`config.mk`:
```
export PLATFORM = sky130hd
export DESIGN_NAME = dpms_port_ctrl
export DESIGN_NICKNAME = d
export VERILOG_FILES = /design/src/rtl/dpms_port_ctrl.v /design/src/rtl/dpms_timer.v
export VERILOG_INCLUDE_DIRS = /design/src /design/src/rtl
export SDC_FILE = /design/constraint.sdc
export NUM_CORES = 1
export LEC_CHECK = 0
export ABC_AREA = 1
export BUFFER_PORTS_ARGS = -buffer_cell sky130_fd_sc_hd__buf_2
export CORE_MARGIN = 1
export CORE_UTILIZATION = 45
export CTS_CLUSTER_DIAMETER = 100
export DETAILED_ROUTE_END_ITERATION = 7
export GPL_TIMING_DRIVEN = 0
export HOLD_SLACK_MARGIN = 0.15
export RECOVER_POWER = 25
export SLEW_MARGIN = 20
export SYNTH_ARGS = -nofsm -noshare
export SYNTH_HDL_FRONTEND = slang
export SYNTH_HIERARCHICAL = 1
export SYNTH_SLANG_ARGS = --single-unit
```
`constraint.sdc`:
```
create_clock -name clock -period 3.4 [get_ports clock]
set_clock_uncertainty 0.1 [all_clocks]
set_input_delay 0 -clock clock [delete_from_list [all_inputs] [get_ports clock]]
set_output_delay 0 -clock clock [all_outputs]
set_load 0.005 [all_outputs]
```
`src/rtl/dpms_defs.vh`:
```
// constants for the display port mode-set sequencer port logic
// Functional notes
// - after transcoder enable clears, off status is reported within two frame times.
// - buffer, training control and FEC disable; buffer reports idle within 8 us.
// - IO power request reports enabled within 20 us.
// - enabled port buffer reports not idle (0b) within 500 us.
`ifndef DPMS_DEFS_VH
`define DPMS_DEFS_VH

`define DPMS_CLK_MHZ          50
// ----------------------------------------------------------------------------
// timing limits and the settle times this logic actually uses
// ----------------------------------------------------------------------------
`define DPMS_IO_PWR_LIMIT_US  20
`define DPMS_BUF_WAKE_LIMIT_US 500
`define DPMS_BUF_IDLE_LIMIT_US 8
`define DPMS_IO_PWR_US        10
`define DPMS_BUF_WAKE_US      2
`define DPMS_BUF_IDLE_US      4
`define DPMS_IO_PWR_CYC       (`DPMS_IO_PWR_US * `DPMS_CLK_MHZ)
`define DPMS_BUF_WAKE_CYC     (`DPMS_BUF_WAKE_US * `DPMS_CLK_MHZ)
`define DPMS_BUF_IDLE_CYC     (`DPMS_BUF_IDLE_US * `DPMS_CLK_MHZ)
`define DPMS_TMR_W            12

// ----------------------------------------------------------------------------
// training pattern selection and symbol kinds driven to the lanes
// ----------------------------------------------------------------------------
`define DPMS_TP_PAT1          2'h0
`define DPMS_TP_IDLE          2'h1
`define DPMS_TP_NORMAL        2'h2
`define DPMS_SYM_OFF          2'h0
`define DPMS_SYM_PAT1         2'h1
`define DPMS_SYM_IDLE         2'h2
`define DPMS_SYM_NORMAL       2'h3
`define DPMS_MIN_IDLES        3'h5
`define DPMS_VGA_SCREEN_OFF   5
`endif

```
`src/rtl/dpms_port_ctrl.v`:
```
// port-side logic: transcoder on/off, IO power, port buffer, training pattern, FEC
`include "dpms_defs.vh"
module dpms_port_ctrl
(
    // clock and reset
    input  wire        clock,
    input  wire        rst_n,
    // transcoder control and frame timing
    input  wire        transcoder_enable,
    input  wire        frame_start,
    // power and buffer control
    input  wire        io_power_request,
    input  wire        port_buffer_enable,
    // link training control
    input  wire        link_training_enable,
    input  wire [1:0]  link_training_select,
    input  wire        idle_pattern_tick,
    input  wire        fec_enable,
    // legacy vga
    input  wire        vga_plane_active,
    input  wire [7:0]  vga_clocking_mode_register,
    // status
    output reg         transcoder_active_q,
    output reg         io_power_enabled_q,
    output reg         port_buffer_idle_q,
    output reg         min_idles_sent_q,
    output reg         fec_active_q,
    output reg  [1:0]  lane_symbol_kind_q,
    output reg         vga_screen_blank_q
);
    // ------------------------------------------------------------------------
    // buffer state machine
    // ------------------------------------------------------------------------
    localparam [3:0] ST_IDLE  = 4'h1;
    localparam [3:0] ST_WAKE  = 4'h2;
    localparam [3:0] ST_ON    = 4'h4;
    localparam [3:0] ST_DRAIN = 4'h8;

    // settle counts are worked out as integers, then cut to the timer width on purpose
    localparam integer           IO_PWR_CYC    = `DPMS_IO_PWR_CYC;
    localparam integer           BUF_WAKE_CYC  = `DPMS_BUF_WAKE_CYC;
    localparam integer           BUF_IDLE_CYC  = `DPMS_BUF_IDLE_CYC;
    localparam [`DPMS_TMR_W-1:0] IO_PWR_LOAD   = IO_PWR_CYC[`DPMS_TMR_W-1:0];
    localparam [`DPMS_TMR_W-1:0] BUF_WAKE_LOAD = BUF_WAKE_CYC[`DPMS_TMR_W-1:0];
    localparam [`DPMS_TMR_W-1:0] BUF_IDLE_LOAD = BUF_IDLE_CYC[`DPMS_TMR_W-1:0];

    reg  [3:0] st_q;
    reg  [3:0] st_d;
    reg        io_req_q;
    reg  [2:0] idle_cnt_q;
    reg  [1:0] sym_d;
    wire       io_start;
    wire       io_done;
    wire       buf_start;
    wire       buf_load_sel;
    wire       buf_done;
    wire [`DPMS_TMR_W-1:0] buf_load;

    // maps the training control fields onto the symbol kind the lanes carry
    function [1:0] sym_for;
        input       en;
        input [1:0] sel;
        begin
            if (!en)
                sym_for = `DPMS_SYM_OFF;
            else if (sel == `DPMS_TP_IDLE)
                sym_for = `DPMS_SYM_IDLE;
            else if (sel == `DPMS_TP_NORMAL)
                sym_for = `DPMS_SYM_NORMAL;
            else
                sym_for = `DPMS_SYM_PAT1;
        end
    endfunction

    // ------------------------------------------------------------------------
    // transcoder: changes state only on a frame boundary
    // ------------------------------------------------------------------------
    // turning off at the next frame start keeps the off status within one frame
    always @(posedge clock)
    begin
        if (!rst_n)
            transcoder_active_q <= 1'b0;
        else if (frame_start)
            transcoder_active_q <= transcoder_enable;
    end

    // ------------------------------------------------------------------------
    // IO power
    // ------------------------------------------------------------------------
    // a request that drops before the settle time cancels the count; it must rise again
    assign io_start = io_power_request && !io_req_q;

    dpms_timer u_io_tmr
    (
        .clock  (clock),
        .rst_n  (rst_n),
        .start  (io_start),
        .cancel (!io_power_request),
        .load   (IO_PWR_LOAD),
        // done alone ends each wait, so busy is left open
        .busy   (),
        .done   (io_done)
    );

    always @(posedge clock)
    begin
        if (!rst_n)
        begin
            io_req_q           <= 1'b0;
            io_power_enabled_q <= 1'b0;
        end
        else
        begin
            io_req_q <= io_power_request;
            // dropping the request removes power at once; no settle needed
            if (!io_power_request)
                io_power_enabled_q <= 1'b0;
            else if (io_done)
                io_power_enabled_q <= 1'b1;
        end
    end

    // ------------------------------------------------------------------------
    // port buffer
    // ------------------------------------------------------------------------
    // wake needs lane power; an enable without IO power waits for it
    assign buf_start    = ((st_q == ST_IDLE) && port_buffer_enable && io_power_enabled_q) ||
                          ((st_q == ST_WAKE || st_q == ST_ON) && !port_buffer_enable);
    assign buf_load_sel = (st_q == ST_IDLE);
    assign buf_load     = buf_load_sel ? BUF_WAKE_LOAD : BUF_IDLE_LOAD;

    dpms_timer u_buf_tmr
    (
        .clock  (clock),
        .rst_n  (rst_n),
        .start  (buf_start),
        .cancel (1'b0),
        .load   (buf_load),
        .busy   (),
        .done   (buf_done)
    );

    // a disable during wake drains at once, so the lanes never see a half-woken buffer
    always @*
    begin
        st_d = st_q;
        case (st_q)
            ST_IDLE:
                if (buf_start)
                    st_d = ST_WAKE;
            ST_WAKE:
                if (!port_buffer_enable)
                    st_d = ST_DRAIN;
                else if (buf_done)
                    st_d = ST_ON;
            ST_ON:
                if (!port_buffer_enable)
                    st_d = ST_DRAIN;
            ST_DRAIN:
                if (buf_done)
                    st_d = ST_IDLE;
            default:
                st_d = ST_IDLE;
        endcase
    end

    always @(posedge clock)
    begin
        if (!rst_n)
        begin
            st_q               <= ST_IDLE;
            port_buffer_idle_q <= 1'b1;
        end
        else
        begin
            st_q               <= st_d;
            port_buffer_idle_q <= (st_d == ST_IDLE) || (st_d == ST_WAKE);
        end
    end

    // ------------------------------------------------------------------------
    // training pattern, idle count and FEC
    // ------------------------------------------------------------------------
    // a disabled training control goes straight to off, never through idle
    always @*
    begin
        sym_d = `DPMS_SYM_OFF;
        if (st_q == ST_ON)
            sym_d = sym_for(link_training_enable, link_training_select);
    end

    always @(posedge clock)
    begin
        if (!rst_n)
        begin
            lane_symbol_kind_q <= `DPMS_SYM_OFF;
            idle_cnt_q         <= 3'h0;
            min_idles_sent_q   <= 1'b0;
            fec_active_q       <= 1'b0;
            vga_screen_blank_q <= 1'b0;
        end
        else
        begin
            lane_symbol_kind_q <= sym_d;
            // the count restarts whenever the lanes leave idle, so an old count never carries over
            if (lane_symbol_kind_q != `DPMS_SYM_IDLE)
            begin
                idle_cnt_q       <= 3'h0;
                min_idles_sent_q <= 1'b0;
            end
            else if (idle_pattern_tick && !min_idles_sent_q)
            begin
                idle_cnt_q <= idle_cnt_q + 3'h1;
                if (idle_cnt_q + 3'h1 == `DPMS_MIN_IDLES)
                    min_idles_sent_q <= 1'b1;
            end
            fec_active_q       <= fec_enable && (st_q == ST_ON);
            vga_screen_blank_q <= vga_plane_active &&
                                  vga_clocking_mode_register[`DPMS_VGA_SCREEN_OFF];
        end
    end
endmodule // dpms_port_ctrl

```
`src/rtl/dpms_timer.v`:
```
// one-shot down counter used for the power and buffer settle delays
`include "dpms_defs.vh"
module dpms_timer
(
    // clock and reset
    input  wire                     clock,
    input  wire                     rst_n,
    // control
    input  wire                     start,
    input  wire                     cancel,
    input  wire [`DPMS_TMR_W-1:0]   load,
    // status
    output wire                     busy,
    output wire                     done
);
    reg [`DPMS_TMR_W-1:0] cnt_q;
    reg                   busy_q;

    assign busy = busy_q;
    assign done = busy_q && (cnt_q == {{(`DPMS_TMR_W-1){1'b0}}, 1'b1});

    always @(posedge clock)
    begin
        if (!rst_n)
        begin
            cnt_q  <= {`DPMS_TMR_W{1'b0}};
            busy_q <= 1'b0;
        end
        else if (start)
        begin
            cnt_q  <= load;
            busy_q <= 1'b1;
        end
        else if (cancel || done)
        begin
            busy_q <= 1'b0;
        end
        else if (busy_q)
        begin
            cnt_q <= cnt_q - {{(`DPMS_TMR_W-1){1'b0}}, 1'b1};
        end
    end
endmodule // dpms_timer

```
==> results of run 1 <==
-- power by group --
part | total, mW | switching (mW) | internal, mW
clock | 0.497 | 0.184 | 0.313
combinational | 0.170 | 0.102 | 0.0682
sequential | 0.524 | 0.0164 | 0.508
-- routing by layer --
layer  GRT usage (%)  up-vias  wire (um)
met3            3.33        5        208
met1            28.8     1098       3050
met5               0        -          0
met2            35.0       47       2580
li1                -     1342          -
met4            5.77        0         43
-- cell families (layout without fill, tap and decap cells) --
kind of cell,Yosys count,count (layout)
and+or+nand+nor,231,231
buffers and inverters,53,99
AOI/OAI and AO/OA,46,46
DFF,42,42
adders and majority gates,7,7
xor gates and xnor gates,6,6
other,2,21
-- worst min-delay path by stage --
stage | from | endpoint | cells after the start
floorplan | rst_n | port_buffer_idle_q | 1
global placement | frame_start | transcoder_active_q | 2
detailed placement | frame_start | transcoder_active_q | 2
CTS | transcoder_enable | transcoder_active_q | 4
global route | transcoder_enable | transcoder_active_q | 4
finish | transcoder_enable | transcoder_active_q | 4
-- cells in the final DEF, fill, tap and decap left out, types with 2 or more instances in the layout --
cell type | netlist | final
sky130_fd_sc_hd__o21ai_0 | 21 | 21
sky130_fd_sc_hd__nor3_1 | 10 | 10
sky130_fd_sc_hd__xor2_1 | 6 | 6
sky130_fd_sc_hd__clkbuf_8 | 0 | 6
sky130_fd_sc_hd__nand3_1 | 36 | 36
sky130_fd_sc_hd__buf_2 | 4 | 21
sky130_fd_sc_hd__or2_2 | 3 | 3
sky130_fd_sc_hd__inv_2 | 7 | 6
sky130_fd_sc_hd__nand2_2 | 6 | 6
sky130_fd_sc_hd__o22ai_1 | 2 | 2
sky130_fd_sc_hd__nand2_1 | 77 | 77
sky130_fd_sc_hd__nor2_1 | 72 | 72
sky130_fd_sc_hd__clkbuf_1 | 0 | 3
sky130_fd_sc_hd__nor4_1 | 2 | 2
sky130_fd_sc_hd__nor2_2 | 11 | 11
sky130_fd_sc_hd__a21oi_1 | 15 | 15
sky130_fd_sc_hd__buf_6 | 2 | 2
sky130_fd_sc_hd__o21ai_1 | 4 | 4
sky130_fd_sc_hd__nand3_2 | 2 | 2
sky130_fd_sc_hd__nand2_4 | 4 | 4
sky130_fd_sc_hd__conb_1 | 2 | 21
sky130_fd_sc_hd__nand4_1 | 5 | 5
sky130_fd_sc_hd__dlygate4sd3_1 | 0 | 18
sky130_fd_sc_hd__o21ai_2 | 2 | 2
sky130_fd_sc_hd__dfxtp_1 | 42 | 42
sky130_fd_sc_hd__bufinv_16 | 0 | 2
sky130_fd_sc_hd__nor3_2 | 2 | 2
sky130_fd_sc_hd__ha_1 | 7 | 7
sky130_fd_sc_hd__inv_1 | 40 | 41
-- critical path, cell delays in order --
cell and delay (ps):
sky130_fd_sc_hd__dlygate4sd3_1 530, sky130_fd_sc_hd__buf_2 120, sky130_fd_sc_hd__ha_1 270, sky130_fd_sc_hd__dlygate4sd3_1 550, sky130_fd_sc_hd__nor4_1 250, sky130_fd_sc_hd__dlygate4sd3_1 570
-- area by class of cell --
class,instances,area [um^2],share of cell area [%]
Clock inverter,2,60.1,1.95
Timing Repair Buffer,38,277,8.97
Multi-Input combinational cell,311,1520,49.2
Clock buffer,6,82.6,2.68
Tap cell,70,87.6,2.84
Inverter,47,176,5.72
Buffer,6,42.5,1.38
Sequential cell,42,841,27.3
-- per-stage QoR --
stage               std cells  worst slack, ps  total power, mW  utilization [%]
floorplan                 406             1670            0.651                -
global placement          496             1360            0.690             52.9
detailed placement        496             1330            0.691             52.9
CTS                       522             1240             1.20             59.0
global route              522             1060             1.25             58.9
finish                    522             1240             1.19             58.9
-- registers in the layout, indices dropped and copies added (netlist names), 2 cells and up --
| register | flops |
|---|---|
| lane_symbol_kind_q | 2 |
| idle_cnt_q | 3 |
| u_io_tmr/cnt_q | 12 |
| u_buf_tmr/cnt_q | 12 |
| st_q | 4 |
==> impl_results.rst, run 1 <==
.. list-table::
   :header-rows: 1

   * - Metric
     - Value
   * - Max Buffers Root-to-Sink
     - 2
   * - Antenna Nets Post-Route
     - 0
   * - Sequential element share of the synthesized area
     - 33.5%
   * - Post-layout minimum cycle time
     - 2160 ps
   * - Worst VDD drop
     - 0.198 mV
   * - Die Span X
     - 76.7 um
   * - TritonCTS sink count
     - 42
   * - Die Footprint
     - 5880 um^2
   * - Period utilization
     - 63.6%
   * - Final RePlAce weighted congestion
     - 0.847
   * - Number of buffers inserted during clock tree synthesis
     - 5
   * - Worst min path class
     - in2reg
   * - Initial antenna violation count
     - 0
   * - CP required
     - 3540 ps
   * - Mux cell area share after synthesis
     - 0%
   * - Initial DRT Pass Iterations
     - 4
   * - Share of cells above drive strength 1
     - 15.0%
   * - Setup crit start
     - link_training_select[0]
   * - Drc violations
     - 0
   * - Number of cell rows
     - 26
   * - Placed standard-cell area
     - 2770 um^2
   * - First-pass GRT wire length
     - 10.1 mm
   * - Most frequent cell after synthesis
     - sky130_fd_sc_hd__nand2_1
   * - Power per cell area
     - 386 nW/um^2
   * - Worst-case hold slack
     - 386 ps
   * - Post-synthesis share of cell area spent on xor and xnor gates
     - 2.09%
   * - Setup violators final
     - 0
   * - Peak Freq
     - 463 MHz
   * - Worst path arrival time
     - 2300 ps
   * - Ant diodes
     - 0
   * - Transition time of the tightest slew-check pin
     - 728 ps
   * - Synthesized instance count
     - 387
   * - H-tree lvl count
     - 2
   * - Dominant combinational cell family by area after synthesis
     - simple AND/OR/NAND/NOR gates
   * - Area delta synth->final
     - 22.8%
   * - Count of buffers from port buffering
     - 20
   * - Post-cts hold buffer count
     - 18
   * - Most used flip-flop cell after synthesis
     - sky130_fd_sc_hd__dfxtp_1
   * - Cell types occupying the most area after synthesis
     - sky130_fd_sc_hd__dfxtp_1 33%, sky130_fd_sc_hd__nand2_1 12%, sky130_fd_sc_hd__nor2_1 11%
   * - Flip-flop and latch count after synthesis
     - 42
   * - Adder-Cell Fraction of Synth Area
     - 3.49%
   * - Max-capacitance violation count
     - 0
   * - Vias in the first global route
     - 2,217
   * - Largest driver fanout on the critical path
     - 1
   * - Pins Over Slew Limit
     - 0
   * - Element type at the critical path start
     - primary input
   * - Maximum number of pins on one net before global-route repair
     - 18
   * - Most instantiated cells after synthesis
     - 77 x sky130_fd_sc_hd__nand2_1, 72 x sky130_fd_sc_hd__nor2_1, 42 x sky130_fd_sc_hd__dfxtp_1, 40 x sky130_fd_sc_hd__inv_1, 36 x sky130_fd_sc_hd__nand3_1
   * - Basic-gate share of the synthesized area counting and, or, nand and nor cells
     - 41.9%
   * - Worst R2R Path Depth
     - 11
   * - Global-route usage over all layers
     - 21.3%
   * - Buffer count from post-CTS setup fixing
     - 0
   * - CTS tree
     - yes
   * - Via density per instance
     - 4.77
   * - Detailed-route wire length per cell
     - 11.3 um
   * - Number of hold-slack violations in the final timing report
     - 0
   * - Synthesized area divided by synthesized cell count
     - 6.49 um^2
   * - Core footprint
     - 5240 um^2
   * - Routed wire length
     - 5.89 mm
   * - Capturing element of the worst setup path
     - lane_symbol_kind_q[1]
   * - Die boundary height
     - 76.7 um
   * - Category of the critical setup timing path
     - in2reg
   * - Mapped Area
     - 2510 um^2
   * - Reg-to-reg critical path endpoint
     - u_buf_tmr/cnt_q[9]
   * - Fraction of post-synthesis cell area in the top cell type by area
     - 33.5%
   * - Leakage component of the power
     - 1.48 nW
   * - Number of cells upsized or downsized after cts
     - 0
   * - RSZ-0062 raised after global routing
     - false
   * - Nets
     - 478
   * - Detailed placer's ending HPWL
     - 4.29 mm
   * - Warnings from Yosys
     - 6
   * - Total number of vias
     - 2,492
   * - Cell at the root of the clock tree
     - sky130_fd_sc_hd__clkbuf_8
   * - Initial drt markers
     - 97
   * - Most area-hungry cell type in the Yosys netlist
     - sky130_fd_sc_hd__dfxtp_1
   * - Result of the run
     - finished clean
   * - Reg2Reg Launch Point
     - st_q[3]
   * - Kind of capture point of the worst setup path
     - flop
   * - Clock-pin slew on the worst setup and hold paths
     - 80 ps
   * - Initial Utilization
     - 47.9%
   * - Filler cells
     - 520
   * - Worst R2R Setup Slack
     - 1310 ps
   * - Final global-route overflow total
     - 0
   * - Number of unique standard cell types used by synthesis
     - 28
   * - Post-synth EDFFs
     - 0
   * - I/O pins
     - 28
   * - Worst relative slew slack
     - 51.5%
   * - Post-route design area
     - 3080 um^2
   * - Compound-gate portion of the synthesized area
     - 10.0%
   * - Async set or reset register ratio after synthesis
     - 0%
   * - Worst-Skew Late Latency
     - 300 ps
   * - Final setup TNS
     - 0 ps
Note: power is estimated with default switching activity, not from simulation.
==> run 2, diff against run 1 <==
ABC_AREA = 0   (was 1)
clock period = 2.1 ns   (was 3.4 ns; I/O delays follow)
==> impl_results.rst, run 2 <==
.. list-table::
   :header-rows: 1

   * - Metric
     - Value
   * - Power per cell area
     - 619 nW/um^2
   * - Sequential element share of the synthesized area
     - 35.1%
   * - Warnings from Yosys
     - 6
   * - Number of unique standard cell types used by synthesis
     - 51
   * - Max Buffers Root-to-Sink
     - 2
   * - I/O pins
     - 28
   * - Worst R2R Path Depth
     - 7
   * - Final RePlAce weighted congestion
     - 0.864
   * - TritonCTS sink count
     - 42
   * - Cell at the root of the clock tree
     - sky130_fd_sc_hd__clkbuf_8
   * - Core footprint
     - 5110 um^2
   * - Drc violations
     - 0
   * - Placed standard-cell area
     - 2660 um^2
   * - Number of hold-slack violations in the final timing report
     - 0
   * - Final core utilization
     - 57.9%
   * - Instance count along the most critical hold path
     - 3
   * - Via density per instance
     - 5.08
   * - Global-route usage over all layers
     - 20.3%
   * - Initial Utilization
     - 46.9%
   * - Post-layout minimum cycle time
     - 1890 ps
   * - Post-route design area
     - 2960 um^2
   * - Final global-route overflow total
     - 0
   * - Most area-hungry cell type in the Yosys netlist
     - sky130_fd_sc_hd__dfxtp_1
   * - Area delta synth->final
     - 23.4%
   * - Mapped Area
     - 2400 um^2
   * - Peak Freq
     - 530 MHz
   * - Detailed placer's ending HPWL
     - 3.58 mm
   * - Element type at the critical path start
     - flop
   * - Synthesized area divided by synthesized cell count
     - 8.56 um^2
   * - Worst-Skew Late Latency
     - 290 ps
   * - Antenna Nets Post-Route
     - 0
   * - Max-capacitance violation count
     - 0
   * - Detailed-route wire length per cell
     - 12.7 um
   * - Pins Over Slew Limit
     - 0
   * - Die boundary height
     - 75.0 um
   * - Reg2Reg Launch Point
     - st_q[2]
   * - Setup violators final
     - 0
   * - Number of cell rows
     - 26
   * - Nets
     - 370
   * - CP required
     - 2180 ps
   * - Number of buffers inserted during clock tree synthesis
     - 5
   * - Reg-to-reg critical path endpoint
     - u_buf_tmr/cnt_q[5]
   * - Top Registers
     - u_buf_tmr/cnt_q x12, u_io_tmr/cnt_q x12, st_q x4
   * - Fraction of post-synthesis cell area in the top cell type by area
     - 35.1%
   * - Period utilization
     - 89.8%
   * - Result of the run
     - finished clean
   * - Worst R2R Setup Slack
     - 210 ps
   * - CTS tree
     - yes
   * - Initial drt markers
     - 102
   * - Setup crit start
     - st_q[2]
   * - Ant diodes
     - 0
   * - Largest driver fanout on the critical path
     - 10
   * - Total number of vias
     - 2,102
   * - Clock-pin slew on the worst setup and hold paths
     - 80 ps
   * - Maximum number of pins on one net before global-route repair
     - 22
   * - Count of buffers from port buffering
     - 20
   * - RSZ-0062 raised after global routing
     - false
   * - Most used flip-flop cell after synthesis
     - sky130_fd_sc_hd__dfxtp_1
   * - Worst path arrival time
     - 1960 ps
   * - Cell types occupying the most area after synthesis
     - sky130_fd_sc_hd__dfxtp_1 35%, sky130_fd_sc_hd__o21ai_0 5.8%, sky130_fd_sc_hd__a21oi_1 4.2%
   * - Async set or reset register ratio after synthesis
     - 0%
   * - Most instantiated cells after synthesis
     - 42 x sky130_fd_sc_hd__dfxtp_1, 28 x sky130_fd_sc_hd__o21ai_0, 26 x sky130_fd_sc_hd__nor2_1, 20 x sky130_fd_sc_hd__a21oi_1, 17 x sky130_fd_sc_hd__nand3_1
   * - Most frequent cell after synthesis
     - sky130_fd_sc_hd__dfxtp_1
   * - Die Span X
     - 75.0 um
   * - Category of the critical setup timing path
     - reg2reg
   * - Capturing element of the worst setup path
     - u_buf_tmr/cnt_q[5]
   * - Routed wire length
     - 5.24 mm
   * - H-tree lvl count
     - 2
   * - Post-synth EDFFs
     - 0
   * - Kind of capture point of the worst setup path
     - flop
   * - Synthesized instance count
     - 280
   * - Leakage component of the power
     - 1.20 nW
   * - Flip-flop and latch count after synthesis
     - 42
   * - Vias in the first global route
     - 1,948
   * - Die Footprint
     - 5620 um^2
   * - Initial DRT Pass Iterations
     - 4
   * - Initial antenna violation count
     - 0
   * - Top library cells by usage in the layout, fill and taps aside
     - 42 x sky130_fd_sc_hd__dfxtp_1, 28 x sky130_fd_sc_hd__o21ai_0, 26 x sky130_fd_sc_hd__nor2_1
   * - Worst VDD drop
     - 0.381 mV
   * - First-pass GRT wire length
     - 8.60 mm
   * - Leading cell type in the layout, fill and taps excluded
     - sky130_fd_sc_hd__dfxtp_1
   * - Share of cells above drive strength 1
     - 17.2%
   * - Worst min path class
     - in2reg
run 2: changes by cell type after synthesis, moves of 9 or more:
cell                      change
sky130_fd_sc_hd__nand2_1     -63
sky130_fd_sc_hd__nor2_1      -46
sky130_fd_sc_hd__inv_1       -27
sky130_fd_sc_hd__nand3_1     -19
sky130_fd_sc_hd__xnor2_1     +11
sky130_fd_sc_hd__nor3_1       -9
run 2: worst min path at each step:
| stage | endpoint | from | slack, ps |
|---|---|---|---|
| 2_1_floorplan | transcoder_active_q | rst_n | 30 |
| 4_1_cts | vga_screen_blank_q | vga_plane_active | 350 |
| 3_3_place_gp | vga_screen_blank_q | vga_clocking_mode_register[5] | 120 |
| 3_5_place_dp | vga_screen_blank_q | vga_clocking_mode_register[5] | 130 |
| 6_report | vga_screen_blank_q | vga_plane_active | 380 |
| 5_1_grt | vga_screen_blank_q | vga_plane_active | 400 |
run 2: area by class of cell:
type,instances,area [um^2]
timing repair buffer,36,249
clock buffer,6,82.6
multi-input combinational,236,1510
tap,70,87.6
clock inverter,2,60.1
inverter,13,48.8
fill,496,2150
sequential,42,841
buffer,9,76.3
run 2: logic make-up (layout without fill, tap and decap cells):
group	count (synthesis)	count (layout)	synth area share, %
other cells	2	22	0.313
fa+ha+maj	7	7	3.66
xor+xnor	13	13	4.75
buf+inv	22	66	5.17
simple gates	117	117	30.5
mux	7	7	2.92
compound gates	70	70	17.6
flops	42	42	35.1
run 2: repair_timing:
action                                  4_1_cts  5_1_grt
gates resized for setup                       1        3
buffers inserted                              0        2
hold buffers                                 14        0
endpoints found under the hold margin        26        0
pin swaps                                     0        1
endpoints found under the setup margin        4        4
run 2: stage by stage:
stage	hold slack (ps)	worst slack, ps	setup TNS (ps)	std cells	power, mW
after floorplan	28.2	368	0	300	0.981
after global placement	124	-72.4	-251	390	1.03
after detailed placement	130	-67.7	-239	390	1.03
after CTS	355	60.7	0	412	1.86
after global routing	400	30.0	0	414	1.92
final	384	215	0	414	1.83
run 2: worst max-delay path, stage by stage (launching register included):
cell and delay (ps):
sky130_fd_sc_hd__dfxtp_1 450, sky130_fd_sc_hd__and2b_2 250, sky130_fd_sc_hd__o21ai_0 120, sky130_fd_sc_hd__a21oi_2 240, sky130_fd_sc_hd__inv_1 140, sky130_fd_sc_hd__clkbuf_2 210, sky130_fd_sc_hd__o21ai_0 200, sky130_fd_sc_hd__a21oi_1 50
run 2: where the power goes:
part / total (mW) / internal (mW) / switching [mW]
Clock: 0.797 / 0.507 / 0.290
Sequential: 0.840 / 0.819 / 0.0207
Combinational: 0.194 / 0.0914 / 0.102
Total: 1.83 / 1.42 / 0.413
run 2: layer usage:
metal  wire, um  share of wire [%]  GRT usage [%]
met4         59                1.1           7.34
met1       2530                 48           24.4
met2       2530                 48           36.3
met5          0                  0              0
met3        127                2.4           3.61
==> run 3, diff against run 2 <==
==> constraint.sdc (replaced) <==
create_clock -name clock -period 2.2 [get_ports clock]
set_clock_uncertainty 0.1 [all_clocks]
set_input_delay 0 -clock clock [delete_from_list [all_inputs] [get_ports clock]]
set_output_delay 0 -clock clock [all_outputs]
set_load 0.05 [all_outputs]
==> impl_results.rst, run 3 (synthesis gave the netlist of run 2 again) <==
.. list-table::
   :header-rows: 1

   * - Metric
     - Value
   * - Result of the run
     - finished clean
   * - Global-route usage over all layers
     - 20.3%
   * - I/O pins
     - 28
   * - Number of buffers inserted during clock tree synthesis
     - 5
   * - Pre-CTS setup slack
     - 32.3 ps
   * - Area delta synth->final
     - 22.7%
   * - Post-route design area
     - 2940 um^2
   * - Largest driver fanout on the critical path
     - 14
   * - Reg-to-reg critical path endpoint
     - u_buf_tmr/cnt_q[8]
   * - Placed cells
     - 390
   * - Reg2Reg Launch Point
     - st_q[2]
   * - Category of cells accounting for the largest share of critical-path delay
     - compound AO/OA/AOI/OAI gates
   * - Setup violators final
     - 0
   * - Crit path buf inv count
     - 1
   * - Vias in the first global route
     - 1,939
   * - Initial DRT Pass Iterations
     - 4
   * - Count of buffers from port buffering
     - 20
   * - Die boundary height
     - 75.0 um
   * - Worst path setup slack after routing
     - 229 ps
   * - Routed wire length
     - 5.19 mm
   * - Transition time of the tightest slew-check pin
     - 605 ps
   * - Core footprint
     - 5110 um^2
   * - Final std cells w/o fill
     - 412
   * - Power per cell area
     - 597 nW/um^2
   * - Max-capacitance violation count
     - 0
   * - Top library cells by usage in the layout, fill and taps aside
     - 42 x sky130_fd_sc_hd__dfxtp_1, 28 x sky130_fd_sc_hd__o21ai_0, 26 x sky130_fd_sc_hd__nor2_1
   * - Leading cell type in the layout, fill and taps excluded
     - sky130_fd_sc_hd__dfxtp_1
   * - Peak Freq
     - 507 MHz
   * - Initial Utilization
     - 46.9%
   * - Worst path arrival time
     - 2070 ps
   * - Setup crit start
     - st_q[2]
   * - Ant diodes
     - 0
   * - Die Span X
     - 75.0 um
   * - Worst min path class
     - in2reg
   * - Clock-pin slew on the worst setup and hold paths
     - 90 ps
   * - Antenna Nets Post-Route
     - 0
   * - Final RePlAce weighted congestion
     - 0.864
   * - Initial drt markers
     - 148
   * - Delay of the slowest critical-path stage
     - 450 ps
   * - Cell at the root of the clock tree
     - sky130_fd_sc_hd__clkbuf_8
   * - Nets
     - 368
   * - Initial antenna violation count
     - 0
   * - Period utilization
     - 89.6%
   * - Leakage component of the power
     - 1.17 nW
   * - Detailed-route wire length per cell
     - 12.6 um
   * - CP required
     - 2300 ps
   * - Worst R2R Path Depth
     - 6
   * - Total number of vias
     - 2,094
   * - TritonCTS sink count
     - 42
   * - Via density per instance
     - 5.08
   * - Instance count along the most critical hold path
     - 3
   * - Max Buffers Root-to-Sink
     - 2
   * - Post-layout minimum cycle time
     - 1970 ps
   * - Category of the critical setup timing path
     - reg2reg
   * - Filler cells
     - 500
   * - Final global-route overflow total
     - 0
   * - Maximum number of pins on one net before global-route repair
     - 22
   * - Detailed placer's ending HPWL
     - 3.58 mm
   * - Worst relative slew slack
     - 59.8%
   * - Placed standard-cell area
     - 2660 um^2
   * - Final setup TNS
     - 0 ps
   * - Cell count along the critical path
     - 6
   * - Number of hold-slack violations in the final timing report
     - 0
   * - Share of cells above drive strength 1
     - 15.5%
   * - Library cell contributing the largest single delay on the critical path
     - sky130_fd_sc_hd__dfxtp_1
   * - Total power draw
     - 1.76 mW
   * - First-pass GRT wire length
     - 8.59 mm
   * - Worst-Skew Late Latency
     - 290 ps
   * - Crit path cell chain
     - and2b_1, o21ai_0, a21oi_2, inv_1, and3_1, o21a_1
   * - Start point of the worst min-delay path
     - vga_plane_active
   * - Number of cell rows
     - 26
   * - Kind of capture point of the worst setup path
     - flop
   * - H-tree lvl count
     - 2
   * - Drc violations
     - 0
   * - Element type at the critical path start
     - flop
   * - Pins Over Slew Limit
     - 0
   * - Top Registers
     - u_buf_tmr/cnt_q x12, u_io_tmr/cnt_q x12, st_q x4
   * - Capturing element of the worst setup path
     - u_buf_tmr/cnt_q[8]
   * - Worst VDD drop
     - 0.364 mV
   * - Die Footprint
     - 5620 um^2
   * - Worst R2R Setup Slack
     - 230 ps
   * - RSZ-0062 raised after global routing
     - false
   * - CTS tree
     - yes
## run 3: changes by cell type in the layout (fill, tap and decap cells not counted)
cell | previous run | this run
sky130_fd_sc_hd__and2b_1 | 1 | 2
sky130_fd_sc_hd__and2b_2 | 1 | 0
sky130_fd_sc_hd__buf_2 | 17 | 14
sky130_fd_sc_hd__buf_4 | 3 | 2
sky130_fd_sc_hd__clkbuf_1 | 6 | 9
sky130_fd_sc_hd__clkbuf_2 | 1 | 0
## run 3: repair_timing
| action | in CTS | in global routing |
|---|---|---|
| gates resized for setup | 0 | 1 |
| endpoints found under the setup margin | 0 | 8 |
| hold endpoints to repair | 26 | 0 |
| setup buffers | 0 | 1 |
| hold buffers | 14 | 0 |
## run 3: worst min path at each step
stage	end
after floorplan	transcoder_active_q
after global placement	vga_screen_blank_q
after detailed placement	vga_screen_blank_q
after CTS	vga_screen_blank_q
after global routing	vga_screen_blank_q
final	vga_screen_blank_q
## run 3: worst reg2reg max path, cell delays in order, from the launching register on
cell	delay (ps)
sky130_fd_sc_hd__dfxtp_1	450
sky130_fd_sc_hd__and2b_1	280
sky130_fd_sc_hd__o21ai_0	150
sky130_fd_sc_hd__a21oi_2	270
sky130_fd_sc_hd__inv_1	250
sky130_fd_sc_hd__and3_1	210
sky130_fd_sc_hd__o21a_1	170
## run 3: routing by layer
metal  GRT usage [%]  part of all wire [%]  vias to the layer above
met5               0                     0                        -
met4            6.71                   1.1                        0
met3            3.61                   2.5                        4
met2            36.5                    48                       30
met1            24.4                    49                      962
li1                -                     -                     1098
## run 3: final cells by class
| cell class | instances | area, um^2 | share of cell area, % |
|---|---|---|---|
| Buffer | 8 | 71.3 | 2.43 |
| Clock buffer | 6 | 82.6 | 2.81 |
| Clock inverter | 2 | 60.1 | 2.04 |
| Inverter | 13 | 48.8 | 1.66 |
| Multi-Input combinational cell | 236 | 1510 | 51.4 |
| Sequential cell | 42 | 841 | 28.6 |
| Tap cell | 70 | 87.6 | 2.98 |
| Timing Repair Buffer | 35 | 238 | 8.09 |
## run 3: per-stage QoR
stage	util, %	hold WS [ps]
after floorplan	-	28.2
after global placement	52.1	124
after detailed placement	52.1	130
after CTS	57.6	355
after global routing	57.5	400
final	57.5	383
## run 3: power breakdown
group	leakage (nW)	switching [mW]	internal (mW)
sequential	0.342	0.0198	0.782
clock	0.0714	0.278	0.484
combinational	0.761	0.104	0.0869
